--- src/cpu_port_pkg.sv ---
package cpu_port_pkg;
	// register map of the processor port
	localparam logic [7:0]  ADDR_SELECT   = 8'h40;  // endpoint select register
	localparam logic [7:0]  ADDR_CONTROL  = 8'h42;  // buffer control register
	localparam logic [7:0]  ADDR_DATA     = 8'h44;  // endpoint data port
	// select register fields
	localparam int          SEL_READ_COUNT_MODE_BIT  = 15;     // read_count_mode
	localparam int          SEL_EP_LSB    = 0;      // endpoint code, 4 bits
	localparam logic        READ_COUNT_MODE_RESET    = 1'b0;
	localparam logic [3:0]  EP_SEL_RESET  = 4'h0;
	// control register fields
	localparam int          CTL_VALID_BIT = 13;     // buffer_valid
	localparam int          CTL_CLEAR_BIT = 12;     // buffer_clear
	localparam int          CTL_NRDY_BIT  = 11;     // not-ready
	localparam int          LEN_W         = 11;     // cpu_receive_length width
	localparam logic [10:0] LEN_RESET     = 11'h000;
	// endpoint range reachable through this port
	localparam int          EP_LO         = 1;
	localparam int          EP_HI         = 5;
	localparam int          MPS_W         = 10;     // max_packet_size width
	// per-read count-down steps
	localparam logic [10:0] STEP_BYTE     = 11'h001;
	localparam logic [10:0] STEP_WORD     = 11'h002;
	typedef logic [EP_HI:EP_LO]            ep_mask_type;
	typedef logic [EP_HI:EP_LO][MPS_W-1:0] ep_mps_type;
	typedef logic [2:0]                    ep_num_type;
endpackage

--- src/cpu_port_if.sv ---
interface cpu_port_if;
	logic [7:0]  addr;    // register address
	logic        wrStb;   // one-cycle write strobe
	logic        rdStb;   // one-cycle read strobe
	logic [15:0] wrData;  // write data
	logic [15:0] rdData;  // read data, valid with rdValid
	logic        rdValid; // one cycle after rdStb
	modport device(input addr, input wrStb, input rdStb, input wrData,
		output rdData, output rdValid);
	modport host(output addr, output wrStb, output rdStb, output wrData,
		input rdData, input rdValid);
endinterface

--- src/cpu_port_device.sv ---
// Contract
// - count mode decrements length per data read
// - codes 1 to 5 select endpoints one-five
// - processor never selects endpoint zero
// - no reselect mid buffer transfer
// - leave IN only when valid equals not-ready
// - leave OUT only when valid differs not-ready
// - IN valid marks committed data for engine
// - valid set when written bytes exceed max
// - short packet: processor writes valid afterwards
// - valid plus clear gives zero-length packet
// - OUT valid shows readable received data
// - valid meaningful only while not-ready low
// - valid writes of zero ignored, OUT ignores one
// - not-ready low only while port accessible
// - count down one byte mode, two word
// - clear discards data and valid state

// two-entry buffer, valid/ready both sides
module buf2_fifo #(
	parameter int W = 16
) (
	input  wire logic         ref_clk,
	input  wire logic         nrst,
	input  wire logic         flush,    // drop everything held
	input  wire logic [W-1:0] inData,
	input  wire logic         inValid,
	output logic              inReady,
	output logic [W-1:0]      outData,
	output logic              outValid,
	input  wire logic         outReady
);
	typedef struct packed {
		logic [1:0][W-1:0] mem;   // the two slots
		logic              wrPtr;
		logic              rdPtr;
		logic [1:0]        count;
	} fifo_state_type;
	fifo_state_type s_r;
	fifo_state_type s_nxt;
	logic           push;
	logic           pop;

	// handshakes straight from occupancy
	assign inReady  = (s_r.count != 2'd2);
	assign outValid = (s_r.count != 2'd0);
	assign outData  = s_r.mem[s_r.rdPtr];
	assign push     = inValid && inReady;
	assign pop      = outValid && outReady;

	// next state
	always_comb begin
		s_nxt = s_r;
		if (push) begin
			s_nxt.mem[s_r.wrPtr] = inData;
			s_nxt.wrPtr          = ~s_r.wrPtr;
		end
		if (pop) begin
			s_nxt.rdPtr = ~s_r.rdPtr;
		end
		s_nxt.count = s_r.count + {1'b0, push} - {1'b0, pop};
		// flush wins: a cleared buffer must not leak a word
		if (flush) begin
			s_nxt.count = 2'd0;
			s_nxt.rdPtr = s_nxt.wrPtr;
		end
	end

	// state register
	always_ff @(posedge ref_clk) begin
		if (!nrst) begin
			s_r <= '0;
		end else begin
			s_r <= s_nxt;
		end
	end
endmodule // buf2_fifo

module cpu_port_device (
	input  wire logic                   ref_clk,
	input  wire logic                   nrst,
	cpu_port_if.device                  bus,
	input  wire cpu_port_pkg::ep_mask_type epIsIn,     // direction per endpoint
	input  wire cpu_port_pkg::ep_mps_type  epMaxPkt,   // max_packet_size per endpoint
	input  wire logic                   byteMode,     // 8-bit data port mode
	input  wire logic                   outRxDone,    // engine finished an OUT packet
	input  wire cpu_port_pkg::ep_num_type  outRxEp,
	input  wire logic [10:0]            outRxLen,
	input  wire cpu_port_pkg::ep_mask_type inTaken,    // engine consumed an IN buffer
	output logic [15:0]                 txData,       // IN words toward the engine
	output cpu_port_pkg::ep_num_type    txEp,
	output logic                        txValid,
	input  wire logic                   txReady,
	input  wire logic [15:0]            rxData,       // OUT words from the engine
	input  wire logic                   rxValid,
	output logic                        rxReady,
	output cpu_port_pkg::ep_mask_type   bufValidOut   // committed IN buffers
);
	import cpu_port_pkg::*;

	typedef struct packed {
		logic                         read_count_mode;      // read_count_mode
		logic [3:0]                   epSel;     // cpu_port_endpoint_select
		ep_mask_type                  bufValid;  // buffer_valid per endpoint
		logic [EP_HI:EP_LO][LEN_W-1:0] wrCount;  // IN bytes written
		logic [EP_HI:EP_LO][LEN_W-1:0] rxLen;    // OUT packet length
		logic [EP_HI:EP_LO][LEN_W-1:0] rxRemain; // OUT bytes still unread
		logic [15:0]                  rdData;
		logic                         rdValid;
	} dev_state_type;
	dev_state_type s_r;
	dev_state_type s_nxt;

	logic        selOk;       // select code names a real endpoint
	ep_num_type  cur;         // selected endpoint
	logic        curIn;       // selected endpoint is IN
	logic        notReady;    // not-ready flag of the selected endpoint
	logic [10:0] step;        // bytes per data-port access
	logic        wrSel;
	logic        wrCtl;
	logic        dataWr;      // accepted data-port write
	logic        dataRd;      // accepted data-port read
	logic        clrHit;      // buffer_clear written as one
	logic        txInReady;
	logic        rxOutValid;
	logic [15:0] rxOutData;
	logic [18:0] txWord;
	logic [10:0] lenShown;

	// endpoint code decode, used for access and status
	function automatic logic ep_code_ok(input logic [3:0] code);
		return (code >= 4'h1) && (code <= 4'h5);
	endfunction

	assign selOk    = ep_code_ok(s_r.epSel);
	assign cur      = s_r.epSel[2:0];
	assign curIn    = selOk && epIsIn[cur];
	assign step     = byteMode ? STEP_BYTE : STEP_WORD;
	assign wrSel    = bus.wrStb && (bus.addr == ADDR_SELECT);
	assign wrCtl    = bus.wrStb && (bus.addr == ADDR_CONTROL);
	assign clrHit   = wrCtl && bus.wrData[CTL_CLEAR_BIT] && selOk;
	// port closed while the engine owns the buffer or the path is stalled
	assign notReady = !selOk || (curIn ? (s_r.bufValid[cur] || !txInReady)
		: !(s_r.bufValid[cur] && rxOutValid));
	// direction-wrong accesses are dropped, as is anything while not ready
	assign dataWr   = bus.wrStb && (bus.addr == ADDR_DATA) && curIn && !notReady;
	assign dataRd   = bus.rdStb && (bus.addr == ADDR_DATA) && selOk && !curIn && !notReady;
	assign txWord   = {cur, bus.wrData};
	// without count mode the length only drops to zero once all is read;
	// no endpoint selected: the index is out of range, so show zero instead
	assign lenShown = !selOk ? LEN_RESET
		: s_r.read_count_mode ? s_r.rxRemain[cur]
		: ((s_r.rxRemain[cur] == LEN_RESET) ? LEN_RESET : s_r.rxLen[cur]);

	// IN path toward the engine; its ready gates the not-ready flag
	buf2_fifo #(.W(19)) txBuf (
		.ref_clk  (ref_clk),
		.nrst     (nrst),
		.flush    (clrHit && curIn),
		.inData   (txWord),
		.inValid  (dataWr),
		.inReady  (txInReady),
		.outData  ({txEp, txData}),
		.outValid (txValid),
		.outReady (txReady)
	);

	// OUT path from the engine; a stalled processor holds the engine off
	buf2_fifo #(.W(16)) rxBuf (
		.ref_clk  (ref_clk),
		.nrst     (nrst),
		.flush    (clrHit && !curIn),
		.inData   (rxData),
		.inValid  (rxValid),
		.inReady  (rxReady),
		.outData  (rxOutData),
		.outValid (rxOutValid),
		.outReady (dataRd)
	);

	assign bufValidOut = s_r.bufValid & epIsIn;

	// next state: registers, per-endpoint flags, read answer
	always_comb begin
		s_nxt         = s_r;
		s_nxt.rdValid = 1'b0;
		// select register; reserved bits are not stored
		if (wrSel) begin
			s_nxt.read_count_mode  = bus.wrData[SEL_READ_COUNT_MODE_BIT];
			s_nxt.epSel = bus.wrData[SEL_EP_LSB +: 4];
		end
		for (int e = EP_LO; e <= EP_HI; e++) begin
			logic        hit;
			logic [10:0] newCnt;
			hit    = selOk && (cur == e[2:0]);
			newCnt = s_r.wrCount[e] + step;
			if (epIsIn[e]) begin
				// engine took the packet: buffer free again
				if (inTaken[e]) begin
					s_nxt.bufValid[e] = 1'b0;
					s_nxt.wrCount[e]  = LEN_RESET;
				end
				if (hit && dataWr) begin
					s_nxt.wrCount[e] = newCnt;
					if (newCnt > {1'b0, epMaxPkt[e]}) begin
						s_nxt.bufValid[e] = 1'b1;
					end
				end
				if (hit && clrHit) begin
					s_nxt.bufValid[e] = 1'b0;
					s_nxt.wrCount[e]  = LEN_RESET;
				end
				// set after clear: both together commit an empty packet
				if (hit && wrCtl && bus.wrData[CTL_VALID_BIT]) begin
					s_nxt.bufValid[e] = 1'b1;
				end
			end else begin
				// writes to buffer_valid have no effect on OUT
				if (hit && dataRd) begin
					if (s_r.rxRemain[e] <= step) begin
						s_nxt.rxRemain[e] = LEN_RESET;
						s_nxt.bufValid[e] = 1'b0;
					end else begin
						s_nxt.rxRemain[e] = s_r.rxRemain[e] - step;
					end
				end
				if (hit && clrHit) begin
					s_nxt.bufValid[e] = 1'b0;
					s_nxt.rxRemain[e] = LEN_RESET;
					s_nxt.rxLen[e]    = LEN_RESET;
				end
				// arrival wins over a clear in the same cycle
				if (outRxDone && (outRxEp == e[2:0])) begin
					s_nxt.bufValid[e] = 1'b1;
					s_nxt.rxLen[e]    = outRxLen;
					s_nxt.rxRemain[e] = outRxLen;
				end
			end
		end
		// read answer, one cycle later; reserved bits are zero
		if (bus.rdStb) begin
			s_nxt.rdValid = 1'b1;
			unique case (bus.addr)
				ADDR_SELECT: begin
					s_nxt.rdData = {s_r.read_count_mode, 11'h000, s_r.epSel};
				end
				ADDR_CONTROL: begin
					s_nxt.rdData = {2'b00, selOk && s_r.bufValid[cur], 1'b0, notReady,
						curIn ? LEN_RESET : lenShown};
				end
				ADDR_DATA: begin
					s_nxt.rdData = dataRd ? rxOutData : 16'h0000;
				end
				default: begin
					s_nxt.rdData = 16'h0000;
				end
			endcase
		end
	end

	assign bus.rdData  = s_r.rdData;
	assign bus.rdValid = s_r.rdValid;

	// state register
	always_ff @(posedge ref_clk) begin
		if (!nrst) begin
			s_r       <= '0;
			s_r.read_count_mode  <= READ_COUNT_MODE_RESET;
			s_r.epSel <= EP_SEL_RESET;
		end else begin
			s_r <= s_nxt;
		end
	end
endmodule // cpu_port_device

--- src/flat_wrapper.sv ---
// flat-port wrapper written by rule: the top's interface ports become plain ports
module cpu_port_device_flat import cpu_port_pkg::*;
  (ref_clk, nrst, epIsIn, epMaxPkt, byteMode, outRxDone, outRxEp, outRxLen, inTaken, txData, txEp, txValid, txReady, rxData, rxValid, rxReady, bufValidOut, bus_addr, bus_wrStb, bus_rdStb, bus_wrData, bus_rdData, bus_rdValid);
  cpu_port_if bus_i ();
  input  wire logic ref_clk;
  input  wire logic nrst;
  input  wire cpu_port_pkg::ep_mask_type epIsIn;
  input  wire cpu_port_pkg::ep_mps_type epMaxPkt;
  input  wire logic byteMode;
  input  wire logic outRxDone;
  input  wire cpu_port_pkg::ep_num_type outRxEp;
  input  wire logic [10:0] outRxLen;
  input  wire cpu_port_pkg::ep_mask_type inTaken;
  output logic [15:0] txData;
  output cpu_port_pkg::ep_num_type txEp;
  output logic txValid;
  input  wire logic txReady;
  input  wire logic [15:0] rxData;
  input  wire logic rxValid;
  output logic rxReady;
  output cpu_port_pkg::ep_mask_type bufValidOut;
  input wire logic [$bits(bus_i.addr)-1:0] bus_addr;
  input wire logic [$bits(bus_i.wrStb)-1:0] bus_wrStb;
  input wire logic [$bits(bus_i.rdStb)-1:0] bus_rdStb;
  input wire logic [$bits(bus_i.wrData)-1:0] bus_wrData;
  output wire logic [$bits(bus_i.rdData)-1:0] bus_rdData;
  output wire logic [$bits(bus_i.rdValid)-1:0] bus_rdValid;
  assign bus_i.addr = bus_addr;
  assign bus_i.wrStb = bus_wrStb;
  assign bus_i.rdStb = bus_rdStb;
  assign bus_i.wrData = bus_wrData;
  assign bus_rdData = bus_i.rdData;
  assign bus_rdValid = bus_i.rdValid;
  cpu_port_device u_core (.ref_clk(ref_clk), .nrst(nrst), .bus(bus_i), .epIsIn(epIsIn), .epMaxPkt(epMaxPkt), .byteMode(byteMode), .outRxDone(outRxDone), .outRxEp(outRxEp), .outRxLen(outRxLen), .inTaken(inTaken), .txData(txData), .txEp(txEp), .txValid(txValid), .txReady(txReady), .rxData(rxData), .rxValid(rxValid), .rxReady(rxReady), .bufValidOut(bufValidOut));
endmodule
--- config.mk ---
export PLATFORM = sky130hd
export DESIGN_NAME = cpu_port_device_flat
export DESIGN_NICKNAME = d
export VERILOG_FILES = /design/src/cpu_port_pkg.sv /design/src/cpu_port_if.sv /design/src/cpu_port_device.sv /design/src/flat_wrapper.sv
export SDC_FILE = /design/constraint.sdc
export NUM_CORES = 1
export LEC_CHECK = 0
export BUFFER_PORTS_ARGS = -buffer_cell sky130_fd_sc_hd__buf_2
export CAP_MARGIN = 20
export CORE_ASPECT_RATIO = 0.9
export CORE_MARGIN = 2
export CORE_UTILIZATION = 25
export DETAILED_ROUTE_END_ITERATION = 8
export PLACE_DENSITY = 0.5
export SLEW_MARGIN = 5
export SYNTH_ARGS = -nofsm -noshare
export SYNTH_HDL_FRONTEND = slang
export SYNTH_SLANG_ARGS = --single-unit
--- constraint.sdc ---
create_clock -name ref_clk -period 9.42 [get_ports ref_clk]
set_input_delay 0.942 -clock ref_clk [delete_from_list [all_inputs] [get_ports ref_clk]]
set_output_delay 0.942 -clock ref_clk [all_outputs]
set_load 0.1 [all_outputs]
# ---- Yosys cells after proc, flatten, opt, wreduce, memory -nomap -nowiden
# Index checks and enable logic that the tools add are counted.
dict set report classes {
  n_addsub 14
  mul 0
  n_div 0
  order_cmp 19
  n_eq_ne 15
  shifts 0
  muxes 128
  n_bitwise 11
  reduce_logical 117
}
# operator count
set op_table {}
lappend op_table {{$mux W11} 51}
lappend op_table {{$bmux W11 S3} 2}
lappend op_table {{$mux W16} 4}
lappend op_table {{$logic_and A1 B1 Y1} 58}
lappend op_table {{$mux W1} 58}
lappend op_table {{$mux W19} 3}
lappend op_table {{$add A11 B11 Y11} 5}
lappend op_table {{$gt A11 B10 Y1} 5}
lappend op_table {{$le A11 B11 Y1} 5}
lappend op_table {{$sub A11 B11 Y11} 5}
lappend op_table {{$pmux W16 S3} 1}
lappend op_table {{$reduce_and A2 Y1} 20}
lappend op_table {{$reduce_bool A4 Y1} 10}
lappend op_table {{$bwmux W38} 1}
lappend op_table {{$bwmux W32} 1}
lappend op_table {{$reduce_bool A3 Y1} 10}
lappend op_table {{$eq A8 B7 Y1 const B} 3}
lappend op_table {{$demux W19 S1} 1}
lappend op_table {{$reduce_bool A2 Y1} 9}
lappend op_table {{$demux W16 S1} 1}
lappend op_table {{$eq A3 B2 Y1 const B} 4}
lappend op_table {{$eq A3 B3 Y1 const B} 4}
lappend op_table {{$logic_not A11 Y1} 1}
lappend op_table {{$not A1 Y1} 10}
lappend op_table {{16 further kinds} 32}
dict set report word_totals {
  reg_bits 270
  latchBits 0
  ramBits 0
  romBits 0
  output_inout_bits 43
  wordCells 338
  n_memories 0
}

# ---- Logic depth before layout (Yosys ltp)
# Gate-level depths: netlist of run 1.
dict set report logic_depth {
  word_depth 13
  ltp_mapped 15
}

# ---- Modules after synthesis
# A second synthesis of run 1 with hierarchy kept.
dict set report unflattened {
  hier_cells 2076
  hier_area_um2 17175.2
}
# module n_inst cells_per_inst area_each_um2 seq_area_each_um2
set modules_own_cells {}
lappend modules_own_cells {cpu_port_device 1 1730 13490.4 3843.7}
lappend modules_own_cells {{buf2_fifo (u_core.txBuf)} 1 199 1976.9 840.8}
lappend modules_own_cells {{buf2_fifo (u_core.rxBuf)} 1 147 1707.9 720.7}

# ---- Worst setup path after synthesis of run 1
# No wires, ideal clock.
dict set report synth_timing {
  path_type {input port to flip-flop}
  startpoint {input port epIsIn[1]}
  endpoint {register u_core.txBuf.s_r[20] (netlist name)}
  arrival_time_ns 3.942
  required_ns 9.292
  setup_slack_ns 5.350
  stages 12
  n_path_buf 4
  cell_sequence {clkbuf_1 a21oi_1 a211oi_1 nor2_1 or3_1 inv_2 buf_2 ha_1 clkbuf_1 buf_1 mux2i_1 nor2_1}
}
dict set report synth_via {
  elab_chain_len 8
  word_cells_on_any_way 9
  classes_between {mux: 3; reduce/logical: 6}
}
# element line_no
set synth_rtl {}
lappend synth_rtl {{start: declaration} flat_wrapper.sv:7} ;# input wire cpu_port_pkg::ep_mask_type epIsIn;
lappend synth_rtl {{$bmux W1 S3 *} cpu_port_device.sv:137} ;# assign curIn = selOk && epIsIn[cur];
lappend synth_rtl {{$mux W1 (implied by the code) *} cpu_port_device.sv:137}
lappend synth_rtl {{$logic_and A1 B1 Y1 *} cpu_port_device.sv:137}
lappend synth_rtl {{$mux W1} cpu_port_device.sv:143} ;# assign notReady = !selOk || (curIn ? (s_r.bufValid[cur] || !txInReady)
lappend synth_rtl {{$logic_or A1 B1 Y1} cpu_port_device.sv:143}
lappend synth_rtl {{$logic_not A1 Y1} cpu_port_device.sv:146} ;# assign dataWr = bus.wrStb && (bus.addr == ADDR_DATA) && curIn && !notReady;
lappend synth_rtl {{$logic_and A1 B1 Y1 *} cpu_port_device.sv:146}
lappend synth_rtl {{$logic_and A1 B1 Y1 *} cpu_port_device.sv:48} ;# assign push = inValid && inReady;
lappend synth_rtl {{end signal: assignment} cpu_port_device.sv:74} ;# s_r <= s_nxt;
lappend synth_rtl {{end: declaration} cpu_port_device.sv:39} ;# fifo_state_type s_r;
# Every way passes the cells marked *; elsewhere a longest branch is shown, timed or not. The select of a mux whose other input is x is not followed.
# A chain may end at the register's enable or synchronous reset.

# ---- Worst setup path in the final report of run 1
dict set report layout_timing {
  startpoint {input port byteMode}
  endpoint {register u_core.s_r[183] (netlist name)}
}
dict set report layout_via {
  elab_chain_len 8
  word_cells_on_any_way 11
  classes_between {add/sub: 1; order compare: 2; mux: 6; reduce/logical: 2}
}
# element line_no
set layout_rtl {}
lappend layout_rtl {{start: declaration} flat_wrapper.sv:9} ;# input wire logic byteMode;
lappend layout_rtl {{$mux W2 *} cpu_port_device.sv:138} ;# assign step = byteMode ? STEP_BYTE : STEP_WORD;
lappend layout_rtl {{$add A11 B11 Y11} cpu_port_device.sv:196} ;# newCnt = s_r.wrCount[e] + step;
lappend layout_rtl {{$gt A11 B10 Y1} cpu_port_device.sv:205} ;# if (newCnt > {1'b0, epMaxPkt[e]}) begin
lappend layout_rtl {{$mux W1} cpu_port_device.sv:205}
lappend layout_rtl {{$mux W1} cpu_port_device.sv:203} ;# if (hit && dataWr) begin
lappend layout_rtl {{$mux W1} cpu_port_device.sv:209} ;# if (hit && clrHit) begin
lappend layout_rtl {{$mux W1} cpu_port_device.sv:214} ;# if (hit && wrCtl && bus.wrData[CTL_VALID_BIT]) begin
lappend layout_rtl {{$mux W1} cpu_port_device.sv:197} ;# if (epIsIn[e]) begin
lappend layout_rtl {{end signal: assignment} cpu_port_device.sv:271} ;# s_r <= s_nxt;
lappend layout_rtl {{end: declaration} cpu_port_device.sv:111} ;# dev_state_type s_r;
# Every way passes the cells marked *; elsewhere a longest branch is shown, timed or not.

==> results of run 1 <==
-- metal layers --
metal	global-route usage	part of all wire	vias up	routed length, µm
li1	-	-	7433	-
met1	0.211	0.45	7400	25300
met4	0.0560	0.032	20	1810
met3	0.0395	0.070	129	3880
met5	0	0.0022	-	121
met2	0.249	0.44	463	24700
-- cells by family after synthesis --
logic type / after synthesis
muxes: 152
xor gates and xnor gates: 41
and+or+nand+nor: 708
buffers and inverters: 248
adders and majority gates: 88
DFF: 270
AOI/OAI and AO/OA: 534
-- critical path, delay by kind of cell --
family | cells | cell delay [ns]
buffers and inverters | 2 | 1.13
AOI/OAI and AO/OA | 6 | 0.98
and+or+nand+nor | 4 | 0.81
adders and majority gates | 2 | 0.79
xor gates and xnor gates | 1 | 0.22
-- per-stage QoR --
| step | setup WS, ns | hold slack, ns | cell area [µm²] | total power [W] | std cells |
|---|---|---|---|---|---|
| after floorplan | 5.35 | 0.426 | 16500 | 0.00138 | 2041 |
| after CTS | 4.91 | 0.462 | 18900 | 0.00274 | 2995 |
| after global routing | 4.60 | 0.492 | 19000 | 0.00281 | 2997 |
| final | 4.91 | 0.454 | 19000 | 0.00270 | 2999 |
| after global placement | 4.43 | 0.444 | 17900 | 0.00148 | 2940 |
| after detailed placement | 4.41 | 0.450 | 17900 | 0.00148 | 2940 |
-- cell usage after synthesis, types with 50 or more instances --
cell type / n
sky130_fd_sc_hd__nor2_1: 243
sky130_fd_sc_hd__mux2_2: 52
sky130_fd_sc_hd__o21ai_0: 96
sky130_fd_sc_hd__ha_1: 78
sky130_fd_sc_hd__clkbuf_1: 89
sky130_fd_sc_hd__a22oi_1: 67
sky130_fd_sc_hd__a21oi_1: 145
sky130_fd_sc_hd__dfxtp_1: 270
sky130_fd_sc_hd__nand3_1: 50
sky130_fd_sc_hd__inv_1: 93
sky130_fd_sc_hd__nand2_1: 164
sky130_fd_sc_hd__mux2i_1: 98
-- flip-flops by register name (all words and copies together) (netlist names) --
register / cells
u_core.bus.rdData: 16
u_core.txBuf.s_r: 42
u_core.rxBuf.s_r: 36
u_core.cur: 3
u_core.s_r: 172
u_core.bus.rdValid: 1
-- report_power, final --
group,internal (W),total (W),switching (W)
Combinational,0.000101,0.000288,0.000187
Sequential,0.00116,0.00117,0.0000136
Clock,0.000729,0.00124,0.000512
-- area by class of cell --
| class | count | area (µm²) |
|---|---|---|
| Sequential cell | 270 | 5410 |
| Timing Repair Buffer | 188 | 1020 |
| Multi-Input combinational cell | 1523 | 10100 |
| Inverter | 96 | 365 |
| Clock buffer | 47 | 951 |
| Fill cell | 7039 | 46500 |
| Antenna cell | 3 | 7.51 |
| Tap cell | 864 | 1080 |
| Clock inverter | 8 | 71.3 |
-- how the worst max path moves through the flow --
stage / startpoint / endpoint / slack (ns)
floorplan: epIsIn[1] / u_core.txBuf.s_r[20] / 5.35
global placement: byteMode / u_core.s_r[183] / 4.43
detailed placement: byteMode / u_core.s_r[183] / 4.41
CTS: byteMode / u_core.s_r[183] / 4.91
global route: byteMode / u_core.s_r[183] / 4.60
finish: byteMode / u_core.s_r[183] / 4.91
==> impl_metrics.prom, run 1 <==
# TYPE chip_impl_metric gauge
chip_impl_metric{name="ctsResizeCount",unit=""} 0
chip_impl_metric{name="post-route-drc-count",unit=""} 0
chip_impl_metric{name="avgSynthCellArea",unit="µm²"} 8.09
chip_impl_metric{name="detailed_place_hpwl",unit="µm"} 40000
chip_impl_metric{name="synth_fp_nets",unit=""} 2251
chip_impl_metric{name="htreeDepth",unit=""} 2
chip_impl_metric{name="initial_antenna_violation_count",unit=""} 12
chip_impl_metric{name="critPathArrivalTime",unit="ns"} 4.89
chip_impl_metric{name="area_delta_synth_final",unit="%"} 15.0
chip_impl_metric{name="worstSkewPairLatency",unit="ns"} 0.54
chip_impl_metric{name="pwr_density_cell",unit="nW/µm²"} 142
chip_impl_info{name="hp-class",value="reg2reg"} 1
chip_impl_metric{name="numPortBuffers",unit=""} 164
chip_impl_metric{name="post_synth_and_or_nand_nor_area_fraction",unit=""} 0.208
chip_impl_metric{name="yosysSeqAreaShare",unit=""} 0.327
chip_impl_metric{name="route.detailed.wl_per_inst",unit="µm"} 18.6
chip_impl_metric{name="final_period_minus_worst_setup_slack",unit="ns"} 4.51
chip_impl_metric{name="grt_remaining_overflow",unit=""} 0
chip_impl_metric{name="initialDrtViolationCount",unit=""} 1359
chip_impl_info{name="worstReg2RegStart",value="u_core.cur[1]"} 1
chip_impl_metric{name="synth_area",unit="µm²"} 16500
chip_impl_info{name="dominant_combinational_cell_family_by_area_after_synthesis",value="compound AO/OA/AOI/OAI gates"} 1
chip_impl_metric{name="die_height",unit="µm"} 248
chip_impl_info{name="layout.cells.most_common_list",value="sky130_fd_sc_hd__dfxtp_1, sky130_fd_sc_hd__nor2_1, sky130_fd_sc_hd__nand2_1, sky130_fd_sc_hd__buf_2, sky130_fd_sc_hd__a21oi_1"} 1
chip_impl_metric{name="grtUsageTotal",unit=""} 0.159
chip_impl_metric{name="cts.path.max_buffers",unit=""} 3
chip_impl_metric{name="core",unit="µm²"} 65500
chip_impl_metric{name="yosys.area_share.adder",unit=""} 0.0713
chip_impl_metric{name="synth-compound-area-share",unit=""} 0.211
chip_impl_metric{name="reg2regPathDepth",unit=""} 12
chip_impl_metric{name="synth-warning-count",unit=""} 0
chip_impl_info{name="cells_taking_the_most_area_after_synthesis",value="sky130_fd_sc_hd__dfxtp_1, sky130_fd_sc_hd__mux2i_1, sky130_fd_sc_hd__ha_1, sky130_fd_sc_hd__nor2_1, sky130_fd_sc_hd__a21oi_1"} 1
chip_impl_metric{name="design.portCount",unit=""} 165
chip_impl_metric{name="worstHoldPathCells",unit=""} 2
chip_impl_info{name="grt_setup_unrepaired",value="no"} 1
chip_impl_metric{name="utilization",unit=""} 0.290
chip_impl_metric{name="cts_setup_buffers",unit=""} 0
chip_impl_metric{name="setup_viol",unit=""} 0
chip_impl_metric{name="die_width",unit="µm"} 275
chip_impl_metric{name="report.final.hold_viol_count",unit=""} 0
chip_impl_info{name="critical_path.startpoint_type",value="primary input"} 1
chip_impl_metric{name="slew_limit_fails",unit=""} 0
chip_impl_metric{name="cts_hold_buffers",unit=""} 0
chip_impl_metric{name="timing.critical_path.slowest_cell_delay",unit="ns"} 0.61
chip_impl_metric{name="postSynthRegisterBits",unit=""} 270
chip_impl_metric{name="layout.nets",unit=""} 2323
chip_impl_metric{name="clock_sink_count",unit=""} 270
chip_impl_metric{name="floorplan.initialDensity",unit=""} 0.252
chip_impl_metric{name="netlist-cell-type-count",unit=""} 78
chip_impl_metric{name="synth_xor_xnor_area_share",unit=""} 0.0218
chip_impl_metric{name="crit_required",unit="ns"} 9.80
chip_impl_info{name="min_delay_worst_endpoint",value="u_core.s_r[149]"} 1
chip_impl_metric{name="die-area",unit="µm²"} 68100
chip_impl_metric{name="synth.area.mux_share",unit=""} 0.0976
chip_impl_metric{name="totalWireLength",unit="µm"} 55800
chip_impl_metric{name="asyncSetResetFlopFracSynth",unit=""} 0
chip_impl_metric{name="fmax",unit="MHz"} 222
chip_impl_metric{name="ant_nets_after_route",unit=""} 0
chip_impl_info{name="nature_of_the_critical_path_endpoint",value="flop"} 1
chip_impl_metric{name="yosys.area.top_type_share",unit=""} 0.327
chip_impl_metric{name="timing.final.crit_share",unit=""} 0.479
chip_impl_metric{name="path_max_fanout",unit=""} 21
chip_impl_metric{name="clkSlewWorstSetupHoldPaths",unit="ns"} 0.05
chip_impl_info{name="status",value="finished clean"} 1
chip_impl_info{name="worst_hold_startpoint",value="u_core.s_r[149]"} 1
chip_impl_metric{name="rel_slew_slack",unit=""} 0.298
chip_impl_metric{name="pin_count_of_the_biggest_net_entering_global_routing",unit=""} 109
chip_impl_metric{name="syn_inst",unit=""} 2041
chip_impl_metric{name="std_cell_rows",unit=""} 89
chip_impl_info{name="crit_chain",value="buf_2 > inv_1 > ha_1 > a21oi_1 > nor2b_1 > and3_1 > and3_1 > nand3_1 > xnor2_1 > ha_1 > a211o_1 > a221oi_1 > o21ai_0 > a32oi_1 > o21ai_0"} 1
chip_impl_metric{name="worst_clock_skew",unit="ns"} 0.0205
chip_impl_info{name="final_common_cell",value="sky130_fd_sc_hd__dfxtp_1"} 1
chip_impl_metric{name="finalWeightedCongestion",unit=""} 0.846
chip_impl_info{name="dominantRegCellSynth",value="sky130_fd_sc_hd__dfxtp_1"} 1
chip_impl_metric{name="avgViaCountPerCell",unit=""} 5.15
chip_impl_metric{name="first_global_vias",unit=""} 14700
chip_impl_metric{name="total_leakage_power",unit="nW"} 7.59
chip_impl_info{name="synth.largest_area_cell",value="sky130_fd_sc_hd__dfxtp_1"} 1
chip_impl_metric{name="vdd_ir_drop_max",unit="mV"} 0.0864
chip_impl_metric{name="cts_made_buffers",unit=""} 34
chip_impl_metric{name="routed-via-count",unit=""} 15400
chip_impl_metric{name="layout_cells_sized_above_1",unit=""} 0.149
chip_impl_metric{name="worst_pin_slew",unit="ns"} 1.05
chip_impl_metric{name="ff2ff_setup_slack",unit="ns"} 4.91
chip_impl_metric{name="tns",unit="ns"} 0
chip_impl_info{name="r2r_end",value="u_core.rxBuf.s_r[1]"} 1
chip_impl_metric{name="synth-edff-count",unit=""} 0
chip_impl_metric{name="cap_violations",unit=""} 0
chip_impl_info{name="critical_path.slowest_cell",value="sky130_fd_sc_hd__inv_1"} 1
chip_impl_metric{name="dr.pass1.iters",unit=""} 6
chip_impl_info{name="cts_tree",value="built"} 1
chip_impl_info{name="clk_root_buffer_cell",value="sky130_fd_sc_hd__clkbuf_16"} 1
chip_impl_info{name="setup.worst_path.class",value="in2reg"} 1
chip_impl_metric{name="grt_pass1_wl",unit="µm"} 84600
Power figures use the tool's default switching activity.
==> inputs of run 2 (changes only) <==
Clock period 9.42 ns to 4.25 ns, I/O delays scaled along.
==> run 2 against run 1 <==
Compared with the run above: cell count is 0.73% higher; worst hold slack worse by 0.32 ns; clock skew hardly changed; first-iteration DRC count is 11% lower; total power is 130% higher; combinational power is 120% higher; register-to-register slack worse by 4.3 ns; critical path depth is 6 lower; clock power is 140% higher; clock-buffer cell count is 6 higher; design area is 1.3% higher.
==> impl_metrics.prom, run 2 (same netlist as run 1, synthesis figures left out) <==
# TYPE chip_impl_metric gauge
chip_impl_metric{name="worst_pin_slew",unit="ns"} 1.05
chip_impl_info{name="cts_tree",value="built"} 1
chip_impl_metric{name="cts_hold_buffers",unit=""} 0
chip_impl_metric{name="worst_hold_slack",unit="ns"} 0.132
chip_impl_metric{name="ctsResizeCount",unit=""} 0
chip_impl_metric{name="grtUsageTotal",unit=""} 0.160
chip_impl_metric{name="ant_nets_after_route",unit=""} 0
chip_impl_metric{name="htreeDepth",unit=""} 2
chip_impl_metric{name="post_place_setup_slack",unit="ns"} 0.461
chip_impl_metric{name="grt_remaining_overflow",unit=""} 0
chip_impl_info{name="crit_chain",value="buf_4 > nand2_1 > nor3_1 > buf_4 > nand4_1 > nand3_1 > nor2_1 > o211ai_1 > o31ai_1"} 1
chip_impl_metric{name="pwr_density_cell",unit="nW/µm²"} 321
chip_impl_metric{name="finalWorstSetupSlack",unit="ns"} 0.641
chip_impl_info{name="timing.critical_path.max_delay_family",value="simple AND/OR/NAND/NOR gates"} 1
chip_impl_info{name="critical_path.slowest_cell",value="sky130_fd_sc_hd__nand3_1"} 1
chip_impl_info{name="final_common_cell",value="sky130_fd_sc_hd__dfxtp_1"} 1
chip_impl_metric{name="layout_cells_sized_above_1",unit=""} 0.160
chip_impl_metric{name="rel_slew_slack",unit=""} 0.282
chip_impl_metric{name="power.total",unit="W"} 0.00617
chip_impl_metric{name="numPortBuffers",unit=""} 164
chip_impl_metric{name="worstSkewPairLatency",unit="ns"} 0.56
chip_impl_metric{name="grt_pass1_wl",unit="µm"} 85100
chip_impl_metric{name="report.final.hold_viol_count",unit=""} 0
chip_impl_info{name="hp-class",value="in2reg"} 1
chip_impl_metric{name="design.portCount",unit=""} 165
chip_impl_metric{name="cts_made_buffers",unit=""} 35
chip_impl_info{name="top_register",value="u_core.s_r"} 1
chip_impl_metric{name="layout.nets",unit=""} 2343
chip_impl_metric{name="path_max_fanout",unit=""} 58
chip_impl_metric{name="fmax",unit="MHz"} 277
chip_impl_info{name="layout.cells.most_common_list",value="sky130_fd_sc_hd__dfxtp_1, sky130_fd_sc_hd__nor2_1, sky130_fd_sc_hd__nand2_1, sky130_fd_sc_hd__buf_2, sky130_fd_sc_hd__a21oi_1"} 1
chip_impl_metric{name="timing.final.crit_share",unit=""} 0.849
chip_impl_metric{name="vdd_ir_drop_max",unit="mV"} 0.184
chip_impl_metric{name="clkSlewWorstSetupHoldPaths",unit="ns"} 0.06
chip_impl_metric{name="slew_limit_fails",unit=""} 0
chip_impl_info{name="grt_setup_unrepaired",value="no"} 1
chip_impl_metric{name="first_global_vias",unit=""} 14600
chip_impl_metric{name="crit_required",unit="ns"} 4.66
chip_impl_metric{name="cap_violations",unit=""} 0
chip_impl_metric{name="critPathArrivalTime",unit="ns"} 4.02
chip_impl_metric{name="detailed_place_hpwl",unit="µm"} 41000
chip_impl_info{name="cpMostUsedCell",value="sky130_fd_sc_hd__buf_4"} 1
chip_impl_metric{name="die_height",unit="µm"} 248
chip_impl_metric{name="pin_count_of_the_biggest_net_entering_global_routing",unit=""} 104
chip_impl_metric{name="initial_antenna_violation_count",unit=""} 13
chip_impl_metric{name="post-route-drc-count",unit=""} 0
chip_impl_info{name="critical_path.startpoint_type",value="flop"} 1
chip_impl_metric{name="std_cell_rows",unit=""} 89
chip_impl_metric{name="cts.path.max_buffers",unit=""} 3
chip_impl_metric{name="die-area",unit="µm²"} 68100
chip_impl_metric{name="avgViaCountPerCell",unit=""} 5.14
chip_impl_metric{name="tns",unit="ns"} 0
chip_impl_metric{name="largest_register_ffs",unit=""} 172
chip_impl_metric{name="final_period_minus_worst_setup_slack",unit="ns"} 3.61
chip_impl_metric{name="worst_clock_skew",unit="ns"} 0.0204
chip_impl_metric{name="totalWireLength",unit="µm"} 56300
chip_impl_metric{name="routed-via-count",unit=""} 15500
chip_impl_metric{name="floorplan.initialDensity",unit=""} 0.252
chip_impl_metric{name="clock_sink_count",unit=""} 270
chip_impl_info{name="status",value="finished clean"} 1
chip_impl_metric{name="initialDrtViolationCount",unit=""} 1208
chip_impl_info{name="clk_root_buffer_cell",value="sky130_fd_sc_hd__clkbuf_16"} 1
chip_impl_metric{name="area_delta_synth_final",unit="%"} 16.4
chip_impl_metric{name="dr.pass1.iters",unit=""} 6
chip_impl_info{name="setup.worst_path.class",value="reg2reg"} 1
chip_impl_metric{name="setup_viol",unit=""} 0
chip_impl_metric{name="route.detailed.wl_per_inst",unit="µm"} 18.6
chip_impl_info{name="layout_top_registers",value="u_core.s_r x172, u_core.txBuf.s_r x42, u_core.rxBuf.s_r x36"} 1
chip_impl_metric{name="total_leakage_power",unit="nW"} 7.75
chip_impl_info{name="nature_of_the_critical_path_endpoint",value="flop"} 1
chip_impl_metric{name="crit_buf_inv",unit=""} 2
chip_impl_metric{name="timing.critical_path.slowest_cell_delay",unit="ns"} 0.78
chip_impl_metric{name="core",unit="µm²"} 65500
chip_impl_metric{name="die_width",unit="µm"} 275
chip_impl_metric{name="cts_setup_buffers",unit=""} 0
chip_impl_metric{name="finalWeightedCongestion",unit=""} 0.861
-- run 2: power breakdown --
group | switching [W] | total [W] | internal, W
logic | 0.000415 | 0.000644 | 0.000229
registers | 0.0000298 | 0.00260 | 0.00257
clock network | 0.00118 | 0.00293 | 0.00175
-- run 2: path summary, 6_finish.rpt --
| check | from | to | slack (ns) | depth (start not counted) |
|---|---|---|---|---|
| max | u_core.cur[0] | u_core.s_r[46] | 0.64 | 9 |
| min | bus_wrData[11] | u_core.txBuf.s_r[34] | 0.13 | 3 |
| max reg2reg | u_core.cur[0] | u_core.s_r[46] | 0.64 | 9 |
| min reg2reg | u_core.s_r[149] | u_core.s_r[149] | 0.47 | 2 |
-- run 2: layout make-up --
| cell class | count | area, µm² |
|---|---|---|
| Sequential cell | 270 | 5410 |
| Multi-Input combinational cell | 1523 | 10100 |
| Antenna cell | 1 | 2.50 |
| Tap cell | 864 | 1080 |
| Timing Repair Buffer | 207 | 1160 |
| Fill cell | 7030 | 46300 |
| Clock inverter | 7 | 53.8 |
| Inverter | 96 | 365 |
| Clock buffer | 53 | 1080 |
-- run 2: per-layer routing --
metal	routed length, µm	vias up	track usage
met5	138	-	0
met4	1780	22	0.0599
met3	4550	117	0.0414
met2	25200	522	0.255
met1	24600	7391	0.207
li1	-	7469	-
-- run 2: per-stage QoR --
stage | utilization | cell area [µm²] | cells
finish | 0.293 | 19200 | 3021
global route | 0.293 | 19200 | 3020
CTS | 0.293 | 19200 | 3020
detailed placement | 0.276 | 18100 | 2960
global placement | 0.276 | 18100 | 2960
floorplan | - | 16500 | 2041
-- run 2: worst reg2reg max path: stages, from the launching register on --
cell and delay (ns):
sky130_fd_sc_hd__dfxtp_2 0.54, sky130_fd_sc_hd__buf_4 0.69, sky130_fd_sc_hd__nand2_1 0.21, sky130_fd_sc_hd__nor3_1 0.17, sky130_fd_sc_hd__buf_4 0.18, sky130_fd_sc_hd__nand4_1 0.50, sky130_fd_sc_hd__nand3_1 0.79, sky130_fd_sc_hd__nor2_1 0.12
sky130_fd_sc_hd__o211ai_1 0.18, sky130_fd_sc_hd__o31ai_1 0.09
